File: config.mk
export PLATFORM = sky130hd
export DESIGN_NAME = fieldbus_indicator_leds
export DESIGN_NICKNAME = d
export VERILOG_FILES = /design/src/fieldbus_led_pkg.sv /design/src/fieldbus_indicator_leds.sv /design/src/led_pattern_gen.sv
export VERILOG_INCLUDE_DIRS = /design/src
export SDC_FILE = /design/constraint.sdc
export NUM_CORES = 1
export LEC_CHECK = 0
export BUFFER_PORTS_ARGS = -buffer_cell sky130_fd_sc_hd__buf_2
export CORE_ASPECT_RATIO = 1.1
export CORE_MARGIN = 2
export CORE_UTILIZATION = 37
export CTS_CLUSTER_SIZE = 16
export DETAILED_ROUTE_END_ITERATION = 6
export SETUP_SLACK_MARGIN = 0.15
export SLEW_MARGIN = 5
export SYNTH_ARGS = -nofsm -noshare
export SYNTH_HDL_FRONTEND = slang
export SYNTH_SLANG_ARGS = --single-unit
export TNS_END_PERCENT = 10
File: constraint.sdc
create_clock -name REF_CLK -period 9.86 [get_ports REF_CLK]
set_input_delay 1.972 -clock REF_CLK [delete_from_list [all_inputs] [get_ports REF_CLK]]
set_output_delay 1.972 -clock REF_CLK [all_outputs]
set_load 0.01 [all_outputs]
File: src/fieldbus_led_map.svh
`ifndef FIELDBUS_LED_MAP_SVH
`define FIELDBUS_LED_MAP_SVH

// time base
`define REF_CLK_HZ 250000000
`define MS_PERIOD_US 1000

// pattern counter width and phase lengths in milliseconds
`define PAT_CNT_W 11
`define BLINK_ON_MS 11'h0c8
`define BLINK_OFF_MS 11'h0c8
`define SINGLE_ON_MS 11'h0c8
`define SINGLE_OFF_MS 11'h3e8
`define FLICKER_ON_MS 11'h032
`define FLICKER_OFF_MS 11'h032

// activity stretch so that short bursts still show as flicker
`define ACT_CNT_W 7
`define ACT_HOLD_MS 7'h64

// application-layer state codes on the state input
`define AL_STATE_W 4
`define AL_INIT 4'h1
`define AL_PREOP 4'h2
`define AL_BOOT 4'h3
`define AL_SAFEOP 4'h4
`define AL_OP 4'h8

// value of the status change indication that marks change/error
`define AL_CHANGE_ERROR 1'h1

`endif

File: src/fieldbus_led_pkg.sv
package fieldbus_led_pkg;

  typedef enum logic [2:0] {
    PAT_OFF,
    PAT_ON,
    PAT_BLINK,
    PAT_SINGLE,
    PAT_FLICKER
  } pattern_t;

  typedef struct packed {
    logic link;
    logic act;
  } port_link_t;

endpackage : fieldbus_led_pkg

File: src/fieldbus_indicator_leds.sv
// Contract
// A port indicator is steadily lit on a valid idle link and dark on an invalid link.
// A port indicator flickers while its valid link carries traffic.
// There are separate indicators for the incoming and outgoing port, each following only its own port.
// The status LED is steadily lit in OPERATIONAL.
// In PRE-OPERATIONAL the status LED blinks 200 ms on and 200 ms off.
// In SAFE-OPERATIONAL the status LED flashes 200 ms on then stays 1000 ms off, repeating.
// The status LED flickers 50 ms on and 50 ms off while booting before INIT, in BOOTSTRAP and during firmware download.
// The status LED is dark in INIT.
// The error LED is steadily lit after a process data interface watchdog timeout.
// The error LED blinks 200 ms on and 200 ms off on a general configuration error.
// The error LED flickers 50 ms on and 50 ms off when INIT is reached with the change indication set to change/error.
// The error LED is driven through the two-wire serial data lines, not a dedicated output.
// All patterns run from one shared millisecond tick and restart in their on phase when the pattern changes.
`timescale 1ns/1ns
`default_nettype none
`include "fieldbus_led_map.svh"

module fieldbus_indicator_leds #(
  parameter int MS_CYCLES = `REF_CLK_HZ / 1000000 * `MS_PERIOD_US
) (
  input wire logic REF_CLK,
  input wire logic RSTN,
  input wire fieldbus_led_pkg::port_link_t PORT_IN,
  input wire fieldbus_led_pkg::port_link_t PORT_OUT,
  input wire logic [`AL_STATE_W-1:0] AL_STATE,
  input wire logic AL_CHANGE_FLAG,
  input wire logic FW_DOWNLOAD,
  input wire logic PDI_WDOG_TIMEOUT,
  input wire logic CONFIG_ERROR,
  input wire logic ERROR_ACK,
  output logic PORT_IN_LINK_INDICATOR,
  output logic PORT_OUT_LINK_INDICATOR,
  output logic STATUS_LED,
  output logic [1:0] ERR_DATA_O,
  output logic [1:0] ERR_DATA_OE
);
  import fieldbus_led_pkg::*;

  localparam int DIV_W = (MS_CYCLES > 1) ? $clog2(MS_CYCLES) : 1;
  localparam int NPORT = 2;

  // shared millisecond time base
  logic [DIV_W-1:0] div_r;
  logic div_wrap;
  logic ms_tick;

  assign div_wrap = (div_r == DIV_W'(MS_CYCLES - 1));
  assign ms_tick = div_wrap;

  always_ff @(posedge REF_CLK or negedge RSTN)
  begin
    if (!RSTN)
      div_r <= '0;
    else if (div_wrap)
      div_r <= '0;
    else
      div_r <= div_r + DIV_W'(1);
  end

  // port indicators, one independent lane per port
  port_link_t port_sel [NPORT];
  logic [NPORT-1:0] port_led;

  assign port_sel[0] = PORT_IN;
  assign port_sel[1] = PORT_OUT;

  genvar p;
  generate
    for (p = 0; p < NPORT; p++)
    begin : g_port
      logic [`ACT_CNT_W-1:0] hold_r;
      logic [`ACT_CNT_W-1:0] hold_nxt;
      logic busy;
      pattern_t pat;

      // activity is stretched so single frames are still visible
      assign hold_nxt = !port_sel[p].link ? '0 :
                        port_sel[p].act ? `ACT_HOLD_MS :
                        (ms_tick && hold_r != '0) ? hold_r - `ACT_CNT_W'(1) : hold_r;
      assign busy = (hold_r != '0) || port_sel[p].act;
      assign pat = !port_sel[p].link ? PAT_OFF :
                   busy ? PAT_FLICKER :
                   PAT_ON;

      always_ff @(posedge REF_CLK or negedge RSTN)
      begin
        if (!RSTN)
          hold_r <= '0;
        else
          hold_r <= hold_nxt;
      end

      led_pattern_gen u_port_pat (
        .clk(REF_CLK),
        .rstn(RSTN),
        .ms_tick(ms_tick),
        .pattern(pat),
        .led(port_led[p])
      );
    end
  endgenerate

  assign PORT_IN_LINK_INDICATOR = port_led[0];
  assign PORT_OUT_LINK_INDICATOR = port_led[1];

  // status lamp
  logic booting_r;
  logic in_init;
  logic status_flicker;
  logic is_preop;
  logic is_safeop;
  logic is_boot;
  logic is_op;
  pattern_t status_pat;

  assign in_init = (AL_STATE == `AL_INIT);
  assign is_preop = (AL_STATE == `AL_PREOP);
  assign is_safeop = (AL_STATE == `AL_SAFEOP);
  assign is_boot = (AL_STATE == `AL_BOOT);
  assign is_op = (AL_STATE == `AL_OP);

  // booting lasts from reset until INIT is seen for the first time
  always_ff @(posedge REF_CLK or negedge RSTN)
  begin
    if (!RSTN)
      booting_r <= 1'b1;
    else if (in_init)
      booting_r <= 1'b0;
  end

  assign status_flicker = booting_r || FW_DOWNLOAD || is_boot;
  assign status_pat = status_flicker ? PAT_FLICKER :
                      is_op ? PAT_ON :
                      is_safeop ? PAT_SINGLE :
                      is_preop ? PAT_BLINK :
                      PAT_OFF;

  led_pattern_gen u_status_pat (
    .clk(REF_CLK),
    .rstn(RSTN),
    .ms_tick(ms_tick),
    .pattern(status_pat),
    .led(STATUS_LED)
  );

  // error lamp; watchdog and configuration errors are held until acknowledged
  logic wdog_r;
  logic cfg_r;
  logic boot_err;
  logic err_led;
  pattern_t err_pat;

  // a new event in the acknowledge cycle keeps its flag set
  always_ff @(posedge REF_CLK or negedge RSTN)
  begin
    if (!RSTN)
    begin
      wdog_r <= 1'b0;
      cfg_r <= 1'b0;
    end
    else
    begin
      wdog_r <= PDI_WDOG_TIMEOUT || (wdog_r && !ERROR_ACK);
      cfg_r <= CONFIG_ERROR || (cfg_r && !ERROR_ACK);
    end
  end

  assign boot_err = in_init && (AL_CHANGE_FLAG == `AL_CHANGE_ERROR);
  // a dead controller outranks everything, so steady on wins
  assign err_pat = wdog_r ? PAT_ON :
                   boot_err ? PAT_FLICKER :
                   cfg_r ? PAT_BLINK :
                   PAT_OFF;

  led_pattern_gen u_err_pat (
    .clk(REF_CLK),
    .rstn(RSTN),
    .ms_tick(ms_tick),
    .pattern(err_pat),
    .led(err_led)
  );

  // lamp sinks current: both data lines pulled low while lit, released otherwise
  assign ERR_DATA_O = 2'h0;
  assign ERR_DATA_OE = {2{err_led}};

endmodule : fieldbus_indicator_leds

`default_nettype wire

File: src/led_pattern_gen.sv
`timescale 1ns/1ns
`default_nettype none
`include "fieldbus_led_map.svh"

module led_pattern_gen (
  input wire logic clk,
  input wire logic rstn,
  input wire logic ms_tick,
  input wire fieldbus_led_pkg::pattern_t pattern,
  output logic led
);
  import fieldbus_led_pkg::*;

  logic [`PAT_CNT_W-1:0] cnt_r;
  logic [`PAT_CNT_W-1:0] cnt_nxt;
  pattern_t prev_r;
  logic led_r;
  logic led_nxt;
  logic restart;
  logic wrap;
  logic [`PAT_CNT_W-1:0] on_len;
  logic [`PAT_CNT_W-1:0] per_len;

  assign on_len = (pattern == PAT_BLINK) ? `BLINK_ON_MS :
                  (pattern == PAT_SINGLE) ? `SINGLE_ON_MS : `FLICKER_ON_MS;
  assign per_len = (pattern == PAT_BLINK) ? `BLINK_ON_MS + `BLINK_OFF_MS :
                   (pattern == PAT_SINGLE) ? `SINGLE_ON_MS + `SINGLE_OFF_MS :
                   `FLICKER_ON_MS + `FLICKER_OFF_MS;

  // a new pattern starts in its on phase; the first phase may be short by
  // up to one tick because the shared tick is not realigned
  assign restart = (pattern != prev_r);
  assign wrap = (cnt_r >= per_len - `PAT_CNT_W'(1));
  assign cnt_nxt = restart ? '0 :
                   !ms_tick ? cnt_r :
                   wrap ? '0 : cnt_r + `PAT_CNT_W'(1);
  assign led_nxt = (pattern == PAT_OFF) ? 1'b0 :
                   (pattern == PAT_ON) ? 1'b1 :
                   (cnt_nxt < on_len); // see R05 see R06 see R07 see R10

  always_ff @(posedge clk or negedge rstn)
  begin
    if (!rstn)
    begin
      cnt_r <= '0;
      prev_r <= PAT_OFF;
      led_r <= 1'b0;
    end
    else
    begin
      cnt_r <= cnt_nxt;
      prev_r <= pattern;
      led_r <= led_nxt;
    end
  end

  assign led = led_r;

endmodule : led_pattern_gen

`default_nettype wire

==> flow_metrics.tcl, run 1 <==
set metrics [dict create \
    setup_slack_ns 3.26 \
    post_cts_buffers 0 \
    async_reset_ff_share_pct 100 \
    die_y_um 131 \
    hpwl_mm 8.02 \
    synth_top_cell_area_share_pct 42.5 \
    setup_viol 0 \
    viasPerCell 5.24 \
    wire_per_inst_um 14.5 \
    first_pass_iters 4 \
    leakagePower_nw 2.56 \
    syn_area_per_cell_um2 9.63 \
    io_buffer_count 19 \
    grt_pass1_vias 4065 \
    nFillCells 1430 \
    worst_path_most_repeated_cell "ha_1" \
    route.detailed.drc 0 \
    peakVddDrop_uv 65.6 \
    synth_edf_count 0 \
    power.density_nw_per_um2 134 \
    hold_viol_final 0 \
    syn_to_final_growth_pct 10.3 \
    cp.required_ns 10.11 \
    status "finished clean" \
    synthAdderAreaFrac_pct 8.08 \
    post_route_cells_drive_above_1_share_pct 9.97 \
    cts_tree "yes" \
    crit_path_start_kind "input pin" \
    dr_total_vias 4056 \
    place_ws_ns 2.83 \
    holdPathStages 1 \
    finalMaxSlewViolations 0 \
    worstMarginPinSlew_ns 0.946 \
    relSlewSlack_pct 36.5 \
    synthMuxAreaShare_pct 0.185 \
    synthFlopType "dfrtp_1" \
    critPathKind "input pin to flop" \
    syn_inst 563 \
    grt_max_degree 66 \
    grt-ovfl-total 0 \
    clkSlewWorstSetupHoldPaths_ns 0.06 \
    numCtsBuffers 9 \
    antenna_found_initial 0 \
    core-area_um2 14400 \
    synth_compound_area_share_pct 11.9 \
    cts_sinks 93 \
    layout_min_cycle_time_ns 6.60 \
    fin_tns_setup_ns 0 \
    diodes 0 \
    path_max_fanout 13 \
    start_util_pct 37.7 \
    grt_setup_unrepaired "no" \
    critical_path_buf_inv_count 2 \
    synth-simple-area-share_pct 24.3 \
    ys_seq_area_share_pct 43.0 \
    grt.total_usage_pct 15.4 \
    fp.dieW_um 119 \
    num_rows 46 \
    max_freq_mhz 151 \
    cts.path.max_buffers 2 \
    rr_worst_depth 19 \
    ys_warn_count 0 \
    ant_nets 0 \
    synth_area_um2 5420 \
    h-tree-depth 3 \
    routed_wl_mm 11.2 \
    max_stage_delay_ns 0.80 \
    clk_latency_ns 0.34 \
    cp.depth 20 \
    yosys-top-cells-area "dfrtp_1 (42%), ha_1 (8.1%), nor2_1 (5.3%)" \
    synth_xor_area_share_pct 9.21 \
    worstSetupEndpointType "flop" \
    slowest_stage "o31ai_2" \
    grt_pass1_wl_mm 19.5 \
    synth_top_family_by_area "simple AND/OR/NAND/NOR gates" \
    path_delay_family "compound AO/OA/AOI/OAI gates" \
    gp_congestion 0.815 \
    crit_chain "buf_2 -> or2_1 -> nor4_2 -> inv_1 -> ha_1 -> ha_1 -> o211a_1 -> o31ai_1 -> a21oi_1 -> nor3_1 -> o31ai_2 -> nor2_1 -> ha_1 -> a21oi_1 -> nor2b_1 -> o21ai_0 -> nand2b_1 -> a221oi_1 -> o21ai_1 -> o211ai_1" \
    dr.first_iter.drc_count 140 \
    synth.distinct_cells 69 \
    cp.arrival_ns 6.86 \
    finalClockSkew_ns 0.00579 \
    ys_ff_latch 93 \
    synth_top_area_cell "dfrtp_1" \
    io_pins 22 \
    dieArea_um2 15600 \
    cts-root-buf "clkbuf_16" \
    nets 627 \
    drv_cap 0 \
    ctsResizeCount 0 \
    holdBufCountCts 0 \
    min_period_over_period_pct 66.9 \
    hold_path_class "flop to flop" \
]
==> layout by cell type, fill, tap and decap left out, types with 4 or more instances in the layout <==
cell	n
nor4_1	12
a31oi_1	10
clkbuf_16	9
ha_1	35
or3_1	11
nand2b_1	6
o21ai_0	16
nor4b_2	4
nand3_1	26
nand2_1	31
nor2_1	76
nor2b_1	5
dfrtp_1	92
a21oi_1	23
nor3_1	11
and4_1	5
and3_1	15
xnor2_1	29
xor2_1	28
inv_1	20
and2_1	10
nand4_1	10
o21a_1	6
buf_2	18
==> path summary, 6_finish.rpt <==
| kind | start | to | slack (ns) |
|---|---|---|---|
| worst max-delay path | FW_DOWNLOAD | u_status_pat.led$_DFF_PN0_ | 3.26 |
| worst max register to register | booting_r$_DFFE_PN1N_ | u_status_pat.led$_DFF_PN0_ | 4.63 |
| min in group asynchronous | RSTN | u_status_pat.prev_r[2]$_DFF_PN0_ | 1.55 |
| worst min register to register | booting_r$_DFFE_PN1N_ | booting_r$_DFFE_PN1N_ | 0.49 |
| worst min-delay path | booting_r$_DFFE_PN1N_ | booting_r$_DFFE_PN1N_ | 0.49 |
| max in group asynchronous | RSTN | u_err_pat.cnt_r[10]$_DFF_PN0_ | 7.18 |
==> synthesized netlist by cell type (all sizes together), types with 4 or more instances <==
library cell / count
nor3: 13
o31ai: 4
o21a: 6
xor2: 28
and2: 10
ha: 35
a21oi: 23
dfrtp: 92
nand2: 32
and4: 5
clkbuf: 5
and3: 15
nor4: 15
nand2b: 6
a31oi: 10
nand4: 10
buf: 13
nor2b: 5
nand3: 26
xnor2: 29
nor4b: 7
nor2: 78
inv: 20
o21ai: 19
or3: 12
==> routing by layer <==
layer / vias to the layer above / routed length [um] / track usage (%)
met3: 11 / 211 / 2.26
met1: 1972 / 5500 / 19.9
met5: - / 0 / 0
met4: 0 / 156 / 5.40
li1: 2035 / - / -
met2: 38 / 5370 / 26.5
==> logic make-up after synthesis <==
family / after synthesis
compound gates: 94
fa+ha+maj: 35
mux: 1
xor+xnor: 57
simple gates: 243
other cells: 2
flops: 93
buf+inv: 38
==> power breakdown <==
group          switching, mW  internal, mW
Clock                  0.145         0.210
Sequential           0.00395         0.387
Combinational         0.0377        0.0200
Total                  0.187         0.617
==> sequential cells by signal (all words and copies together) (netlist names) <==
| name | count |
|---|---|
| u_err_pat.prev_r | 3 |
| booting_r | 1 |
| cfg_r | 1 |
| u_status_pat.led | 1 |
| u_err_pat.cnt_r | 11 |
| wdog_r | 1 |
| u_err_pat.led | 1 |
| div_r | 18 |
| g_port.hold_r | 14 |
| g_port.u_port_pat.led | 2 |
| u_status_pat.prev_r | 3 |
| u_status_pat.cnt_r | 11 |
| g_port.u_port_pat.cnt_r | 22 |
| g_port.u_port_pat.prev_r | 4 |
==> metrics by stage <==
step	instances	area (um^2)	hold WS [ns]	total power [mW]	util, %
after floorplan	564	5420	0.352	0.436	-
after CTS	774	5980	0.487	0.812	41.5
after global placement	758	5670	0.463	0.455	39.4
final	774	5980	0.490	0.804	41.5
after detailed placement	758	5670	0.479	0.457	39.4
after global routing	774	5980	0.501	0.839	41.5
==> worst reg2reg max path: cells and delay by family, from the launching register on <==
kind                       cells  cell delay [ns]
AOI/OAI and AO/OA              9             2.12
adders and majority gates      3             0.99
buffers and inverters          1             0.26
DFF                            1             0.37
and+or+nand+nor                6             1.39
==> cell type report <==
type / count / area, um^2 / share of cell area [%]
clock inverters: 5 / 58.8 / 0.984
inverters: 20 / 75.1 / 1.26
clock buffers: 11 / 253 / 4.23
multi-input cells: 433 / 2920 / 48.8
repair buffers: 20 / 105 / 1.76
flip-flops and latches: 93 / 2330 / 38.9
well taps: 192 / 240 / 4.02
(Power assumes the default switching activity.)
==> run 2, diff against run 1 <==
==> constraint.sdc (replaced) <==
create_clock -name REF_CLK -period 6.1 [get_ports REF_CLK]
set_input_delay 1.22 -clock REF_CLK [delete_from_list [all_inputs] [get_ports REF_CLK]]
set_output_delay 1.22 -clock REF_CLK [all_outputs]
set_load 0.01 [all_outputs]
==> run 2 against run 1 <==
Clock power rose by 80%; utilization grew 0.36 points; first-iteration DRC count up 120%; final cell count increased by 0.39%; via count rose by 2.2%; sequential cell count stayed put; critical path type unchanged; critical endpoint is now u_err_pat.led$_DFF_PN0_; highest routed layer unchanged.
==> flow_metrics.tcl, run 2 (synthesized netlist as in run 1, its figures left out) <==
set metrics [dict create \
    regMostFlops "g_port.u_port_pat.cnt_r" \
    slowest_stage "or4b_4" \
    dr_total_vias 4146 \
    layout_common_cells "dfrtp_1 (92), nor2_1 (76), ha_1 (35), nand2_1 (31), xnor2_1 (29)" \
    cts_sinks 93 \
    dr.first_iter.drc_count 312 \
    switchingPower_mw 0.307 \
    num_rows 46 \
    start_util_pct 37.7 \
    grt-ovfl-total 0 \
    worstMarginPinSlew_ns 1.04 \
    route.detailed.drc 0 \
    routed_wl_mm 11.4 \
    p_total_mw 1.37 \
    cts_tree "yes" \
    syn_to_final_growth_pct 11.2 \
    finalMaxSlewViolations 0 \
    top_regs "g_port.u_port_pat.cnt_r: 22 flops, div_r: 18 flops, g_port.hold_r: 14 flops" \
    layout_min_cycle_time_ns 4.96 \
    cts-root-buf "clkbuf_16" \
    largest_reg_flops 22 \
    hpwl_mm 8.20 \
    grt_setup_unrepaired "no" \
    critPathKind "input pin to flop" \
    h-tree-depth 3 \
    grt_pass1_vias 4226 \
    setup_viol 0 \
    r2r-start "booting_r$_DFFE_PN1N_" \
    antenna_found_initial 0 \
    worst_path_most_repeated_cell "ha_1" \
    cp.arrival_ns 5.21 \
    fp.dieW_um 119 \
    whs_ns 0.495 \
    fin_tns_setup_ns 0 \
    numCtsBuffers 9 \
    core-area_um2 14400 \
    hold_end "booting_r$_DFFE_PN1N_" \
    drv_cap 0 \
    seqPwrFrac_pct 46.2 \
    power.density_nw_per_um2 227 \
    timing.reg2reg.setup_slack_ns 1.87 \
    hold_viol_final 0 \
    r2r_end "u_status_pat.led$_DFF_PN0_" \
    intPower_mw 1.06 \
    holdPathStages 1 \
    swShare_pct 22.4 \
    crit_chain "buf_2 -> or4b_4 -> o21ai_1 -> nor2_1 -> inv_1 -> ha_1 -> xnor2_1 -> ha_1 -> a21oi_1 -> nor2b_1 -> o21ai_0 -> a311o_1 -> o21ai_2 -> nor2_1 -> ha_1 -> a21o_1 -> a21oi_1 -> o21a_1 -> o311ai_1 -> o211ai_1" \
    cts.path.max_buffers 2 \
    hold_path_class "flop to flop" \
    cp.required_ns 6.35 \
    post_route_cells_drive_above_1_share_pct 10.3 \
    diodes 0 \
    rr_worst_depth 19 \
    worstSetupEndpointType "flop" \
    relSlewSlack_pct 30.8 \
    io_buffer_count 19 \
    first_pass_iters 4 \
    path_delay_family "compound AO/OA/AOI/OAI gates" \
    wire_per_inst_um 14.7 \
    nets 630 \
    path_max_fanout 14 \
    clk_latency_ns 0.34 \
    pwr-share-clk_pct 46.8 \
    status "finished clean" \
    grt_max_degree 83 \
    grt.total_usage_pct 15.8 \
    finish.instance_area_um2 6030 \
    viasPerCell 5.34 \
    post_cts_buffers 0 \
    grt_pass1_wl_mm 20.0 \
    die_y_um 131 \
    placed_area_um2 5690 \
    crit_path_start_kind "input pin" \
    ctsResizeCount 0 \
    ant_nets 0 \
    io_pins 22 \
    max_stage_delay_ns 0.59 \
    layout_commonest_cell "dfrtp_1" \
    clkSlewWorstSetupHoldPaths_ns 0.07 \
    holdBufCountCts 0 \
    critical_path_buf_inv_count 2 \
    gp_congestion 0.815 \
    min_period_over_period_pct 81.2 \
    dieArea_um2 15600 \
    max_freq_mhz 202 \
    peakVddDrop_uv 100 \
    min_from "booting_r$_DFFE_PN1N_" \
    critPathLaunch "AL_STATE[1]" \
    leakagePower_nw 2.60 \
    combPwrFrac_pct 7.0 \
    finalClockSkew_ns 0.0102 \
]
[run 2: worst register-to-register path, cell delays in order (launching register included)]
cell	delay, ns
dfstp_2	0.37
or2_1	0.30
nor4_1	0.68
nand2b_1	0.24
xnor2_1	0.13
ha_1	0.24
o21ai_0	0.16
a21oi_1	0.06
nor3_1	0.19
o31ai_2	0.11
buf_4	0.20
a21oi_1	0.22
ha_1	0.28
nand2_1	0.08
nor2_1	0.06
o21ai_0	0.09
and3b_1	0.22
a21oi_1	0.24
o21ai_1	0.10
o211ai_1	0.18
[run 2: final cells by class]
class | instances | area, um^2
timing repair buffer | 23 | 128
sequential | 93 | 2330
clock inverter | 6 | 111
clock buffer | 10 | 229
tap | 192 | 240
inverter | 20 | 75.1
multi-input combinational | 433 | 2920
fill | 1411 | 8360
[run 2: per-stage QoR]
step                std cells  setup WS (ns)  util [%]
finish                    777           1.14      41.9
global route              777          0.785      41.9
CTS                       777           1.15      41.9
detailed placement        761          0.798      39.5
global placement          761          0.891      39.5
floorplan                 564          0.928         -
[run 2: how the worst max path moves through the flow]
stage                                             to  depth (start not counted)
final                        u_err_pat.led$_DFF_PN0_                         20
after global routing      u_status_pat.led$_DFF_PN0_                         22
after CTS                    u_err_pat.led$_DFF_PN0_                         20
after detailed placement  u_status_pat.led$_DFF_PN0_                         19
after global placement    u_status_pat.led$_DFF_PN0_                         19
after floorplan           u_status_pat.led$_DFF_PN0_                         21
[run 2: per-layer routing]
metal / global-route usage [%] / routed length, um
met1: 19.6 / 5280
met5: 0 / 0
met2: 28.1 / 5580
met4: 5.67 / 178
met3: 2.65 / 349
[run 2: power by group through the flow]
stage	sequential (mW)	clock, mW	combinational [mW]
floorplan	0.643	0	0.0626
global placement	0.643	0	0.0936
detailed placement	0.644	0	0.0969
CTS	0.632	0.653	0.0978
global route	0.633	0.685	0.110
finish	0.632	0.640	0.0957
==> run 3, diff against run 2 <==
==> constraint.sdc (replaced) <==
create_clock -name REF_CLK -period 4.1 [get_ports REF_CLK]
set_input_delay 0.82 -clock REF_CLK [delete_from_list [all_inputs] [get_ports REF_CLK]]
set_output_delay 0.82 -clock REF_CLK [all_outputs]
set_load 0.01 [all_outputs]
==> run 3 against run 2 <==
Critical endpoint is now u_status_pat.led$_DFF_PN0_; die area unchanged; sequential cell count did not move; non-clock buffer count grew 37; utilization grew 3.3 points.
==> flow_metrics.tcl, run 3 (synthesized netlist as in run 1, its figures left out) <==
set metrics [dict create \
    status "finished clean" \
    rr_worst_depth 20 \
    whs_ns 0.442 \
    gp_congestion 0.800 \
    ant_nets 0 \
    fp.dieW_um 119 \
    antenna_found_initial 0 \
    h-tree-depth 3 \
    timing.reg2reg.setup_slack_ns 0.30 \
    numCtsBuffers 9 \
    num_rows 46 \
    hold_viol_final 0 \
    worstMarginPinSlew_ns 0.583 \
    min_period_over_period_pct 97.2 \
    dr_total_vias 4307 \
    critPathLaunch "FW_DOWNLOAD" \
    cts_tree "yes" \
    nets 667 \
    max_freq_mhz 251 \
    relSlewSlack_pct 61.0 \
    diodes 0 \
    grt_pass1_wl_mm 20.9 \
    holdBufCountCts 0 \
    grt-ovfl-total 0 \
    syn_to_final_growth_pct 20.0 \
    core-area_um2 14400 \
    routed_wl_mm 12.1 \
    clk_latency_ns 0.35 \
    setup_viol 0 \
    regMostFlops "g_port.u_port_pat.cnt_r" \
    wire_per_inst_um 14.8 \
    layout_common_cells "dfrtp_1 (92), nor2_1 (70), buf_4 (40), nand2_1 (30), xnor2_1 (29)" \
    largest_reg_flops 22 \
    grt_max_degree 38 \
    viasPerCell 5.29 \
    grt_pass1_vias 4413 \
    layout_commonest_cell "dfrtp_1" \
    dr.first_iter.drc_count 236 \
    r2r-start "booting_r$_DFFE_PN1N_" \
    cts.path.max_buffers 2 \
    critPathKind "input pin to flop" \
    first_pass_iters 4 \
    layout_min_cycle_time_ns 3.99 \
    finalClockSkew_ns 0.00787 \
    io_pins 22 \
    dieArea_um2 15600 \
    worstSetupEndpointType "flop" \
    leakagePower_nw 2.78 \
    cp.required_ns 4.37 \
    grt_setup_unrepaired "yes" \
    nFillCells 1407 \
    cts-root-buf "clkbuf_16" \
    hold_path_class "input pin to async pin" \
    finalMaxSlewViolations 0 \
    drv_cap 0 \
    start_util_pct 37.7 \
    top_regs "g_port.u_port_pat.cnt_r: 22 flops, div_r: 18 flops, g_port.hold_r: 14 flops" \
    finish.instance_area_um2 6510 \
    clkSlewWorstSetupHoldPaths_ns 0.07 \
    cp.arrival_ns 4.25 \
    r2r_end "u_status_pat.led$_DFF_PN0_" \
    cts_sinks 93 \
    post_route_cells_drive_above_1_share_pct 20.4 \
    io_buffer_count 19 \
    crit_path_start_kind "input pin" \
    hpwl_mm 8.58 \
    route.detailed.drc 0 \
    path_max_fanout 7 \
    die_y_um 131 \
    peakVddDrop_uv 160 \
    grt.total_usage_pct 16.5 \
    power.density_nw_per_um2 306 \
    placed_area_um2 5940 \
    fin_util_pct 45.2 \
]
[run 3: worst max-delay path, cell delays in order]
cell	delay [ns]
buf_2	0.10
or2_4	0.23
nor4_4	0.28
buf_6	0.16
inv_4	0.04
ha_4	0.21
ha_4	0.26
o211a_1	0.15
o31ai_2	0.06
a21oi_1	0.20
nor3_2	0.06
o31ai_2	0.24
buf_6	0.19
a21oi_2	0.06
ha_1	0.31
nor2b_1	0.14
o21ai_1	0.13
nand2b_1	0.08
a221oi_2	0.25
o21ai_1	0.11
o211ai_1	0.17
[run 3: how the worst max path moves through the flow]
stage                                      end  slack [ns]  cells after the start
floorplan           u_status_pat.led$_DFF_PN0_       -0.39                     21
finish              u_status_pat.led$_DFF_PN0_        0.11                     21
global route        u_status_pat.led$_DFF_PN0_       -0.11                     22
global placement    u_status_pat.led$_DFF_PN0_       -0.32                     21
detailed placement  u_status_pat.led$_DFF_PN0_       -0.42                     20
CTS                    u_err_pat.led$_DFF_PN0_        0.14                     20
[run 3: metal layers]
metal | global-route usage, % | up-vias | share of wire [%]
li1 | - | 2109 | -
met4 | 8.58 | 0 | 2.8
met5 | 0 | - | 0
met2 | 28.1 | 51 | 48
met1 | 20.4 | 2127 | 46
met3 | 2.56 | 20 | 2.5
[run 3: cell type report]
class | count | area (um^2) | share of cell area, %
Multi-Input combinational cell | 433 | 3140 | 48.2
Sequential cell | 93 | 2330 | 35.8
Timing Repair Buffer | 60 | 413 | 6.35
Clock buffer | 11 | 253 | 3.88
Tap cell | 192 | 240 | 3.69
Inverter | 20 | 77.6 | 1.19
Clock inverter | 5 | 58.8 | 0.904
[run 3: power breakdown]
group	internal [mW]	switching, mW	total [mW]	leakage (nW)
sequential	0.931	0.0107	0.941	1.24
clock	0.506	0.358	0.864	0.148
combinational	0.0768	0.107	0.184	1.38
total	1.51	0.476	1.99	2.78
[run 3: per-stage QoR]
step,worst slack [ns],power [mW],cells,TNS (ns)
CTS,0.141,2.01,812,0
finish,0.114,1.99,814,0
detailed placement,-0.420,1.12,792,-0.819
floorplan,-0.387,1.05,564,-0.681
global placement,-0.322,1.12,792,-0.607
global route,-0.108,2.08,814,-0.182
[run 3: repair_timing]
action	in CTS	in global routing
hold endpoints to repair	0	0
pin swaps	9	21
resized for setup	20	21
endpoints found under the setup margin	2	2
setup buffers	4	2
cloned	0	0
